[config.mk]
export PLATFORM = sky130hd
export DESIGN_NAME = pretrigger_ring_recorder
export DESIGN_NICKNAME = d
export VERILOG_FILES = /design/src/core/recorder_pkg.sv /design/src/core/pretrigger_ring_recorder.sv
export VERILOG_INCLUDE_DIRS = /design/src /design/src/core
export SDC_FILE = /design/constraint.sdc
export NUM_CORES = 1
export LEC_CHECK = 0
export ABC_AREA = 1
export BUFFER_PORTS_ARGS = -buffer_cell sky130_fd_sc_hd__buf_4
export CORE_MARGIN = 3
export CORE_UTILIZATION = 45
export DETAILED_ROUTE_END_ITERATION = 10
export PLACE_DENSITY_LB_ADDON = 0.12
export SYNTH_ARGS = -nofsm -noshare
export SYNTH_HDL_FRONTEND = slang
export SYNTH_SLANG_ARGS = --single-unit
[constraint.sdc]
create_clock -name clk -period 4.45 [get_ports clk]
set_clock_uncertainty 0.2 [all_clocks]
set_input_delay 0.445 -clock clk [delete_from_list [all_inputs] [get_ports clk]]
set_output_delay 0.445 -clock clk [all_outputs]
set_load 0.02 [all_outputs]
[src/core/recorder_params.svh]
// Register numbers, codes and limits for the pretrigger ring recorder
`ifndef RECORDER_PARAMS_SVH
`define RECORDER_PARAMS_SVH

// ==========================================
// Register numbers
`define REG_COMMAND_WORD 18'h00000
`define REG_RECORDER_STATE 18'h0000A
`define REG_CAPTURE_DEPTH 18'h02710
`define REG_AFTER_TRIGGER 18'h02774
`define REG_TERM_CH0 18'h0754E
`define REG_TERM_CH1 18'h075B2
`define REG_TERM_CH2 18'h07616
`define REG_TERM_CH3 18'h0767A
`define REG_CALIB_LOAD 18'h0C350
`define REG_CALIB_STORE 18'h0C35A
`define REG_AUTO_ADJUST 18'h0C364
`define REG_OVR_TAG_EN 18'h31128

// ==========================================
// Codes
`define CMD_LAUNCH 32'h0000000A
`define CMD_HALT 32'h00000014
`define STATE_AWAITING 32'h00000000
`define STATE_TRIGGERED 32'h0000000A
`define STATE_FINISHED 32'h00000014
`define FACTORY_CALIB_SET 32'h00000000
`define USER_CALIB_SET_FIRST 32'h00000001

// ==========================================
// Sample word layout and limits
`define OVR_BIT 15
`define SMP_MSB 11
`define ADDR_W 28
`define MAX_POST_ONE 32'h08000000
`define MAX_POST_TWO 32'h04000000
`define MAX_POST_FOUR 32'h02000000
`define ZERO32 32'h00000000
`define ONE32 32'h00000001

`endif

[src/core/recorder_pkg.sv]
// Types shared by the pretrigger ring recorder
package recorder_pkg;
   `include "recorder_params.svh"

   typedef enum logic [1:0] {ST_FINISHED, ST_FILL, ST_ARMED, ST_TRIGGERED} rec_state_e;

   typedef struct packed {
      logic wr;
      logic rd;
      logic [17:0] addr;
      logic [31:0] wdata;
   } reg_req_s;

   typedef struct packed {
      logic valid;
      logic [11:0] data;
      logic overrange;
   } sample_s;

   typedef struct packed {
      logic we;
      logic [27:0] addr;
      logic [15:0] wdata;
   } mem_wr_s;

   typedef struct packed {
      logic load;
      logic store;
      logic adjust;
      logic [31:0] code;
   } calib_req_s;
endpackage

[src/core/pretrigger_ring_recorder.sv]
// Ring-buffer acquisition control with post-trigger count and calibration requests
`include "recorder_params.svh"

// Summary of operation
// - With over-range tagging on, converter over-range flag goes to sample bit 15.
// - Stored flag is 1 for an out-of-range sample, 0 when within range.
// - Flag is taken per sample, never held or accumulated.
// - Read/write enable register; nonzero turns on over-range tagging.
// - Per-channel termination: 1 selects 50 ohm, 0 selects 1 megaohm.
// - Writing auto adjust register starts offset compensation; 0 means all ranges.
// - Writing load register restores a set; reading returns last loaded set.
// - Factory set is loaded automatically after reset, before any host request.
// - Writing store register saves current values; reading returns last stored set, or set 1 if none is stored since reset.
// - Set 0 is factory, load only; set 1 is first user set, storable.
// - Once started, samples are taken on each equidistant strobe and kept.
// - Programmed region is written as a ring until a trigger arrives.
// - After trigger, exactly the post-trigger count is recorded, then stop.
// - Pretrigger depth equals memory size minus post-trigger count.
// - Trigger stays disarmed until the pretrigger portion is filled.
// - Read/write memory size sets total depth in samples per channel.
// - Read/write post-trigger register sets samples taken after trigger.
// - Post-trigger count is limited by a maximum set by active channels.
// - Data stays in memory after the end for host readout.
// - Command 10 starts acquisition, command 20 stops it at once.
// - Status reads 0 awaiting trigger, 10 triggered, 20 stopped.
module pretrigger_ring_recorder
(
   input wire logic clk,
   input wire logic srst,
   input wire recorder_pkg::reg_req_s reg_req,
   output logic [31:0] reg_rdata,
   output logic reg_rvalid,
   input wire recorder_pkg::sample_s smp,
   input wire logic trigger_in,
   input wire logic [2:0] active_channels,
   output recorder_pkg::mem_wr_s mem_wr,
   output logic [27:0] ring_start_addr,
   output logic [3:0] termination_50ohm,
   output recorder_pkg::calib_req_s calib_req
);
   import recorder_pkg::*;

   // ==========================================
   // State record
   typedef struct packed {
      rec_state_e st;
      logic [31:0] depth;
      logic [31:0] post;
      logic [31:0] post_eff;
      logic [31:0] pre;
      logic [31:0] cnt;
      logic [3:0] term;
      logic ovr_en;
      logic [31:0] last_load;
      logic [31:0] last_store;
      logic [31:0] cmd;
      logic boot;
      logic [27:0] wr_addr;
      logic [27:0] ring_start;
      mem_wr_s mem;
      calib_req_s cal;
      logic [31:0] rdata;
      logic rvalid;
   } core_s;

   core_s q;
   core_s d;
   logic [27:0] addr_inc;
   logic [27:0] addr_next;
   logic [31:0] post_max;
   logic [31:0] post_lim;
   logic [31:0] cnt_inc;
   logic writing;

   // ==========================================
   // Helpers
   always_comb
   begin
      addr_inc = q.wr_addr + 28'h0000001;
      addr_next = (addr_inc >= q.depth[27:0]) ? 28'h0000000 : addr_inc;
      unique case (active_channels)
         3'h1: post_max = `MAX_POST_ONE;
         3'h2: post_max = `MAX_POST_TWO;
         default: post_max = `MAX_POST_FOUR;
      endcase
      post_lim = (q.post > post_max) ? post_max : q.post;
      cnt_inc = q.cnt + `ONE32;
      writing = smp.valid && (q.st != ST_FINISHED);
   end

   // ==========================================
   // Next state
   always_comb
   begin
      d = q;
      d.mem.we = 1'b0;
      d.cal.load = 1'b0;
      d.cal.store = 1'b0;
      d.cal.adjust = 1'b0;
      d.rvalid = 1'b0;

      // Factory set first, ahead of any host request
      if (q.boot)
      begin
         d.boot = 1'b0;
         d.cal.load = 1'b1;
         d.cal.code = `FACTORY_CALIB_SET;
         d.last_load = `FACTORY_CALIB_SET;
      end

      // Sample path: tag or sign-extend, per sample
      if (writing)
      begin
         d.mem.we = 1'b1;
         d.mem.addr = q.wr_addr;
         d.mem.wdata = {{4{smp.data[`SMP_MSB]}}, smp.data};
         if (q.ovr_en)
         begin
            d.mem.wdata[`OVR_BIT] = smp.overrange;
         end
         d.wr_addr = addr_next;
      end

      // Recorder sequence
      unique case (q.st)
         ST_FILL:
         begin
            if (writing)
            begin
               d.cnt = cnt_inc;
               if (cnt_inc >= q.pre)
               begin
                  d.st = ST_ARMED;
               end
            end
         end
         ST_ARMED:
         begin
            if (trigger_in)
            begin
               d.cnt = `ZERO32;
               d.st = ST_TRIGGERED;
               if (q.post_eff == `ZERO32)
               begin
                  d.st = ST_FINISHED;
                  d.ring_start = writing ? addr_next : q.wr_addr;
               end
            end
         end
         ST_TRIGGERED:
         begin
            if (writing)
            begin
               d.cnt = cnt_inc;
               if (cnt_inc >= q.post_eff)
               begin
                  d.st = ST_FINISHED;
                  d.ring_start = addr_next;
               end
            end
         end
         ST_FINISHED:
         begin
         end
      endcase

      // Register writes
      if (q.boot == 1'b0 && reg_req.wr)
      begin
         unique case (reg_req.addr)
            `REG_COMMAND_WORD:
            begin
               d.cmd = reg_req.wdata;
               if (reg_req.wdata == `CMD_LAUNCH)
               begin
                  d.post_eff = post_lim;
                  d.pre = (q.depth > post_lim) ? q.depth - post_lim : `ZERO32;
                  d.cnt = `ZERO32;
                  d.wr_addr = 28'h0000000;
                  d.st = (q.depth > post_lim) ? ST_FILL : ST_ARMED;
               end
               else if (reg_req.wdata == `CMD_HALT)
               begin
                  d.st = ST_FINISHED;
                  d.ring_start = d.wr_addr;
               end
            end
            `REG_CAPTURE_DEPTH: d.depth = reg_req.wdata;
            `REG_AFTER_TRIGGER: d.post = reg_req.wdata;
            `REG_TERM_CH0: d.term[0] = (reg_req.wdata != `ZERO32);
            `REG_TERM_CH1: d.term[1] = (reg_req.wdata != `ZERO32);
            `REG_TERM_CH2: d.term[2] = (reg_req.wdata != `ZERO32);
            `REG_TERM_CH3: d.term[3] = (reg_req.wdata != `ZERO32);
            `REG_OVR_TAG_EN: d.ovr_en = (reg_req.wdata != `ZERO32);
            `REG_CALIB_LOAD:
            begin
               d.cal.load = 1'b1;
               d.cal.code = reg_req.wdata;
               d.last_load = reg_req.wdata;
            end
            `REG_CALIB_STORE:
            begin
               // Factory set is protected; the request is dropped silently
               if (reg_req.wdata != `FACTORY_CALIB_SET)
               begin
                  d.cal.store = 1'b1;
                  d.cal.code = reg_req.wdata;
                  d.last_store = reg_req.wdata;
               end
            end
            `REG_AUTO_ADJUST:
            begin
               d.cal.adjust = 1'b1;
               d.cal.code = reg_req.wdata;
            end
            default:
            begin
            end
         endcase
      end

      // Register reads, answered next cycle
      if (reg_req.rd)
      begin
         d.rvalid = 1'b1;
         unique case (reg_req.addr)
            `REG_COMMAND_WORD: d.rdata = q.cmd;
            `REG_RECORDER_STATE:
            begin
               unique case (q.st)
                  ST_TRIGGERED: d.rdata = `STATE_TRIGGERED;
                  ST_FINISHED: d.rdata = `STATE_FINISHED;
                  default: d.rdata = `STATE_AWAITING;
               endcase
            end
            `REG_CAPTURE_DEPTH: d.rdata = q.depth;
            `REG_AFTER_TRIGGER: d.rdata = q.post;
            `REG_TERM_CH0: d.rdata = {31'h00000000, q.term[0]};
            `REG_TERM_CH1: d.rdata = {31'h00000000, q.term[1]};
            `REG_TERM_CH2: d.rdata = {31'h00000000, q.term[2]};
            `REG_TERM_CH3: d.rdata = {31'h00000000, q.term[3]};
            `REG_OVR_TAG_EN: d.rdata = {31'h00000000, q.ovr_en};
            `REG_CALIB_LOAD: d.rdata = q.last_load;
            `REG_CALIB_STORE: d.rdata = q.last_store;
            default: d.rdata = `ZERO32;
         endcase
      end
   end

   // ==========================================
   // State register
   always_ff @(posedge clk)
   begin
      if (srst)
      begin
         q <= '0;
         q.st <= ST_FINISHED;
         q.boot <= 1'b1;
         q.last_store <= `USER_CALIB_SET_FIRST;
      end
      else
      begin
         q <= d;
      end
   end

   assign reg_rdata = q.rdata;
   assign reg_rvalid = q.rvalid;
   assign mem_wr = q.mem;
   assign ring_start_addr = q.ring_start;
   assign termination_50ohm = q.term;
   assign calib_req = q.cal;

   // ==========================================
   // Checks
   ovr_tag_set_a: assert property (@(posedge clk) disable iff (srst)
      (writing && q.ovr_en) |=> (mem_wr.we && mem_wr.wdata[15] == $past(smp.overrange)))
      else $error("over-range flag not stored in bit 15");

   plain_sample_a: assert property (@(posedge clk) disable iff (srst)
      (writing && !q.ovr_en) |=>
      (mem_wr.wdata == {{4{$past(smp.data[11])}}, $past(smp.data)}))
      else $error("untagged sample word wrong");

   term_write_a: assert property (@(posedge clk) disable iff (srst)
      (reg_req.wr && !q.boot && reg_req.addr == `REG_TERM_CH2) |=>
      (termination_50ohm[2] == ($past(reg_req.wdata) != 32'h00000000)))
      else $error("termination select not taken");

   boot_load_a: assert property (@(posedge clk)
      ($past(srst) && !srst) |=> (calib_req.load && calib_req.code == 32'h00000000))
      else $error("factory set not loaded after reset");

   factory_guard_a: assert property (@(posedge clk) disable iff (srst)
      (reg_req.wr && reg_req.addr == `REG_CALIB_STORE && reg_req.wdata == 32'h00000000)
      |=> !calib_req.store)
      else $error("store to factory set issued");

   halt_now_a: assert property (@(posedge clk) disable iff (srst)
      (reg_req.wr && !q.boot && reg_req.addr == `REG_COMMAND_WORD
      && reg_req.wdata == 32'h00000014) |=> (q.st == ST_FINISHED))
      else $error("halt did not stop recorder");

   ring_wrap_a: assert property (@(posedge clk) disable iff (srst)
      (mem_wr.we && q.depth != 32'h00000000 && $stable(q.depth)) |-> mem_wr.addr < q.depth[27:0])
      else $error("write address beyond ring");

   disarmed_fill_a: assert property (@(posedge clk) disable iff (srst)
      (q.st == ST_FILL && trigger_in && !reg_req.wr) |=> (q.st != ST_TRIGGERED))
      else $error("trigger accepted during pretrigger fill");

   post_exact_a: assert property (@(posedge clk) disable iff (srst)
      (q.st == ST_TRIGGERED && $past(q.st) == ST_TRIGGERED && !$past(reg_req.wr))
      |-> (q.cnt < q.post_eff))
      else $error("post-trigger count overran");
endmodule

* After elaboration in Yosys (flattened, before gate mapping)
Index checks and enable logic that the tools add are counted.
** Storage, ports and cells
- Word-level logic and storage cells :: 135
- Bits in registers :: 433
- Bits of input ports :: 72
- Output and inout port bits :: 145
** Cells by class
- Add/sub/neg operators :: 3
- Magnitude comparators :: 5
- Mux-type cells :: 59
- Eq/ne operators :: 18
- Bitwise logic cells :: 3
- Reductions and logical operators :: 21
** Operator list (number)
- 2-to-1 mux 32 bit :: 13
- one-hot mux 32 bit (11 select lines) :: 1
- 2-to-1 mux 263 bit :: 1
- 2-to-1 mux 28 bit :: 9
- 2-to-1 mux 96 bit :: 2
- 2-to-1 mux 170 bit :: 1
- one-hot mux 32 bit (2 select lines) :: 2
- 2-to-1 mux 56 bit :: 2
- one-hot mux 28 bit (2 select lines) :: 2
- == test 18 x 15 -> 1 bit, second input constant :: 4
- greater-or-equal comparator 32 bit :: 2
- > comparator 32 bit :: 2
- == test 18 x 16 -> 1 bit, second input constant :: 3
- 2-to-1 mux 45 bit :: 1
- == test 18 x 14 -> 1 bit, second input constant :: 2
- 2-to-1 mux 35 bit :: 1
- 2-to-1 mux 33 bit :: 1
- adder 32 x 1 -> 32 bit, second input constant :: 1
- == test 32 x 4 -> 1 bit, second input constant :: 1
- == test 32 x 5 -> 1 bit, second input constant :: 1
- zero test 32 bit :: 1
- nonzero test 32 bit :: 1
- subtractor 32 bit :: 1
- adder 28 x 1 -> 28 bit, second input constant :: 1
- other kinds (20) :: 53

* Logic depth before layout (Yosys ltp)
- Depth after elaboration :: 12
- Depth in mapped cells :: 29
- Gate-level depth less buffers :: 28

* Worst setup path before layout
No wires, ideal clock.
- Path kind :: input -> register
- Start :: in active_channels[2]
- End :: reg q[329] (netlist bit)
- Slack :: 0.658 ns
- Path buffers :: 2
- Required time :: 4.125 ns
- Setup time :: 0.125 ns
- Data arrival time :: 3.467 ns
- Stages on the path :: 23
- Path through :: nor3_1 inv_1 nand2_1 inv_1 ha_1 nand2_1 nor3_1 nand4_1 nand2_1 clkbuf_1 nand2_1 ha_1 a21oi_1 nand2_1 a21oi_1 o21bai_1 nand2_1 nand2_1 nand2_1 nand2_1 nand4_2 buf_2 o22ai_1
** On the way
- Cells in the longest elaborated chain, start to end :: 6
- Elaborated cells on any way between the ends :: 8
- Classes of those cells :: add/sub: 1; order compare: 2; eq/ne: 2; mux: 3
** Ends and longest elaborated chain
- from (decl) :: RTL line pretrigger_ring_recorder.sv:35 : input wire logic [2:0] active_channels,
- == test 3 x 2 -> 1 bit or == test 3 x 1 -> 1 bit (tied branches) :: RTL line pretrigger_ring_recorder.sv:81 : unique case (active_channels)
- one-hot mux 28 bit (2 select lines) (*) :: RTL line pretrigger_ring_recorder.sv:81
- > comparator 32 bit :: RTL line pretrigger_ring_recorder.sv:86 : post_lim = (q.post > post_max) ? post_max : q.post;
- 2-to-1 mux 32 bit (*) :: RTL line pretrigger_ring_recorder.sv:86
- subtractor 32 bit or > comparator 32 bit (tied branches) :: RTL line pretrigger_ring_recorder.sv:177 : d.pre = (q.depth > post_lim) ? q.depth - post_lim : `ZERO32;
- 2-to-1 mux 32 bit (no source line) (*)
- to (decl) :: RTL line pretrigger_ring_recorder.sv:66 : core_s q;
Every way passes the cells marked *; elsewhere a longest branch is shown, timed or not.
A chain may end at the register's enable or synchronous reset.

* Worst setup path after layout
- Start :: reg q[272] (netlist bit)
- End :: reg q (netlist bit ring_start_addr[3])
** On the way
- Cells in the longest elaborated chain, start to end :: 9
** Ends and longest elaborated chain
- adder 32 x 1 -> 32 bit (no source line) (*)
- greater-or-equal comparator 32 bit (*) :: RTL line pretrigger_ring_recorder.sv:155 : if (cnt_inc >= q.post_eff)
- 2-to-1 mux 28 bit (*) :: RTL line pretrigger_ring_recorder.sv:155
- 2-to-1 mux 28 bit (*) :: RTL line pretrigger_ring_recorder.sv:152 : if (writing)
- one-hot mux 28 bit (2 select lines) (*) :: RTL line pretrigger_ring_recorder.sv:125 : unique case (q.st)
- 2-to-1 mux 28 bit :: RTL line pretrigger_ring_recorder.sv:182 : else if (reg_req.wdata == `CMD_HALT)
- 2-to-1 mux 28 bit :: RTL line pretrigger_ring_recorder.sv:174 : if (reg_req.wdata == `CMD_LAUNCH)
- 2-to-1 mux 56 bit :: RTL line pretrigger_ring_recorder.sv:170 : unique case (reg_req.addr)
- 2-to-1 mux 56 bit (*) :: RTL line pretrigger_ring_recorder.sv:168 : if (q.boot == 1'b0 && reg_req.wr)
Marked as above.

==> flow_metrics.tcl <==
set metrics [dict create \
    status "finished, final reports clean" \
    required_ns 4.79 \
    maxSlewViolCount 0 \
    vias 24490 \
    synth-seq-area-share 0.3420 \
    async_reset_ff_frac 0 \
    final_common_cell "nand2_1" \
    crit_start "q[272]$_SDFF_PP0_" \
    grt_antenna_before_repair 2 \
    critPathCaptureType "flip-flop" \
    cts_root_buf "clkbuf_16" \
    portBuffers 216 \
    num-fill-cells 5596 \
    worstPathCellList "ha_1 > nand3_1 > nor2_1 > inv_1 > nor4_1 > nand3b_1 > nor2_1 > xor2_1 > inv_1 > ha_1 > nand2_1 > nor2_1 > nor2_1 > nand3_1 > a21oi_1 > nand2_2 > nand3_1 > buf_4 > nand2_1 > nand2_1 > nand2_1 > a21oi_1" \
    mappedNetlistArea_um2 25170 \
    critPathBufInv 3 \
    r2r_slack_ns 0.37 \
    drt-initial-drc-count 2058 \
    ys_warn_count 0 \
    drc_errors 0 \
    finalCriticalPeriod_ns 4.083 \
    die_x_um 242.5 \
    vdd_drop_max_mv 0.3088 \
    post_cts_buffers 0 \
    slew_headroom 0.2713 \
    cp.depth 22 \
    gr-total-overflow 0 \
    via_per_inst 5.340 \
    initial_core_util 0.4560 \
    cp_slowest_cell "dfxtp_1" \
    reg2reg_from "q[272]$_SDFF_PP0_" \
    first_global_vias 22730 \
    antenna_left 0 \
    ys_types 51 \
    min_path_type "in -> reg" \
    crit_type "reg -> reg" \
    rows 86 \
    core_area_um2 55200 \
    most-common-layout-cells "nand2_1 (808), inv_1 (444), dfxtp_1 (430)" \
    crit_end "ring_start_addr[3]$_SDFF_PP0_" \
    fmax_mhz 244.9 \
    setup_tns_ns 0 \
    min_period_over_period 0.9176 \
    reg2reg_depth 22 \
    syn2layout_area_growth_pct 14.70 \
    htree_num_levels 2 \
    dp_cells 4448 \
    pin_count 217 \
    wirelength_um 86010 \
    fin_nets 4001 \
    cts_sinks 430 \
    antennaDiodeCount 0 \
    power_density_nw_per_um2 298.9 \
    cts_buffers 50 \
    path_clk_slew_ns 0.06 \
    grt_max_degree 115 \
    synth-edff-count 0 \
    cp-start-kind "flip-flop" \
    insertion_delay_ns 0.61 \
    fin_hold_ws_ns 0.06618 \
    cts.path.max_buffers 3 \
    cpPeakStageDelay_ns 0.37 \
    finalNonFillerCells 4586 \
    hpwlAfterDp_um 63050 \
    place_congestion 0.9584 \
    die-area_um2 58810 \
    final_layout_size_suffix_gt1_frac 0.1089 \
    die_h_um 242.5 \
    r2r_end "ring_start_addr[3]$_SDFF_PP0_" \
    grt_pass1_wl_um 132400 \
    setup_violations 0 \
    ys_ff_latch 430 \
    syn_avg_cell_area_um2 6.785 \
    finalInstanceArea_um2 28870 \
    crit_fanout 16 \
    rsz0062_at_grt "no" \
    wl_per_cell_um 18.75 \
    cap_violations 0 \
    tightest_slew_ns 1.090 \
    cts_tree "done" \
    critPathArrivalTime_ns 4.42 \
    ys.flop_type "dfxtp_1" \
    groute.usage.overall 0.2817 \
    drtPass1Iterations 5 \
    syn_inst 3710 \
    hold_violations 0 \
    utilization 0.5230 \
    path_delay_family "simple AND/OR/NAND/NOR gates" \
    p_leak_nw 12.39 \
    dpl_cell_area_um2 26650 \
]
[cell families after synthesis]
logic type	synth area share
buffers and inverters	0.1395
AOI/OAI and AO/OA	0.1882
DFF	0.3420
other	0.0001490
adders and majority gates	0.06541
and+or+nand+nor	0.2442
xor gates and xnor gates	0.02053
[power breakdown]
group          internal, W  switching, W
sequential         0.00385    0.00000103
combinational     0.000118      0.000249
clock              0.00264       0.00177
total              0.00661       0.00202
[Yosys cell counts (2+ instances only)]
library cell,n,share of area
o2111ai_1,2,0.00070
nand3_2,2,0.00080
nand4_1,57,0.014
nor2_4,2,0.00089
buf_6,6,0.0027
nor3_1,43,0.0085
o21bai_1,3,0.00089
buf_1,11,0.0016
o22ai_1,62,0.015
o21ai_1,8,0.0016
nor4_1,15,0.0037
clkbuf_1,114,0.017
xnor2_1,19,0.0066
xor2_1,40,0.014
nor2_1,368,0.055
nand2_1,810,0.12
o221ai_1,15,0.0052
buf_2,35,0.0070
a211oi_1,80,0.024
inv_1,444,0.066
inv_2,6,0.00089
buf_4,146,0.044
nand3b_1,6,0.0018
o211ai_1,21,0.0063
a21boi_0,6,0.0018
nor3_2,3,0.0012
ha_1,130,0.065
a21o_1,7,0.0021
nand3_1,150,0.030
a21oi_1,334,0.066
o21ai_0,293,0.058
o21a_1,8,0.0024
o32ai_1,4,0.0014
o31ai_1,3,0.00089
clkinv_1,4,0.00060
nand3_4,2,0.0014
and2_1,2,0.00050
dfxtp_1,430,0.34
nor3b_1,2,0.00060
nor2_2,6,0.0015
[area by class of cell]
type                       count  area, um2  area share
inverter                     454       1707     0.05911
clock inverter                19      277.8    0.009621
timing repair buffer         345       2775     0.09612
multi-input combinational   2517      13100      0.4537
sequential                   430       8608      0.2982
clock buffer                  73       1468     0.05083
tap                          748      935.9     0.03242
[flip-flops by register name, indices dropped and copies added, names as in the netlist]
signal / flops
calib_req: 35
mem_wr: 42
q: 288
reg_rdata: 32
reg_rvalid: 1
ring_start_addr: 28
termination_50ohm: 4
[worst min-delay path, cell delays in order]
cell      delay, ns
buf_4          0.20
nand3b_1       0.11
a21oi_1        0.06
[layer usage]
metal	vias to the layer above	GRT usage	wire length, um
li1	12250	-	-
met1	11270	0.3937	39290
met2	841	0.4527	38670
met3	124	0.04350	6109
met4	4	0.07514	1916
met5	-	0	23
[what timing repair did]
action                                 4_1_cts  5_1_grt
hold buffers                                46        0
gates resized for setup                      0        5
endpoints found under the hold margin      155        0
setup endpoints to repair                    0       35
[per-stage QoR]
step | worst slack (ns) | power (W)
global placement | 0.1927 | 0.004266
floorplan | 0.6580 | 0.004103
CTS | 0.3008 | 0.008686
finish | 0.3665 | 0.008631
detailed placement | 0.1213 | 0.004265
global route | 0.02354 | 0.008853
[how the worst min path moves through the flow]
stage / start / end / slack (ns) / depth (start not counted)
after floorplan: q[330]$_SDFFE_PP0P_ / q[330]$_SDFFE_PP0P_ / 0.23 / 2
after global placement: q[201]$_SDFFE_PP0P_ / q[201]$_SDFFE_PP0P_ / 0.25 / 2
after detailed placement: q[205]$_SDFFE_PP0P_ / q[205]$_SDFFE_PP0P_ / 0.25 / 2
after CTS: smp[13] / q[271]$_SDFF_PP0_ / 0.03 / 3
after global routing: smp[13] / q[271]$_SDFF_PP0_ / 0.09 / 3
final: smp[13] / q[271]$_SDFF_PP0_ / 0.07 / 3
Power figures use the tool's default switching activity.
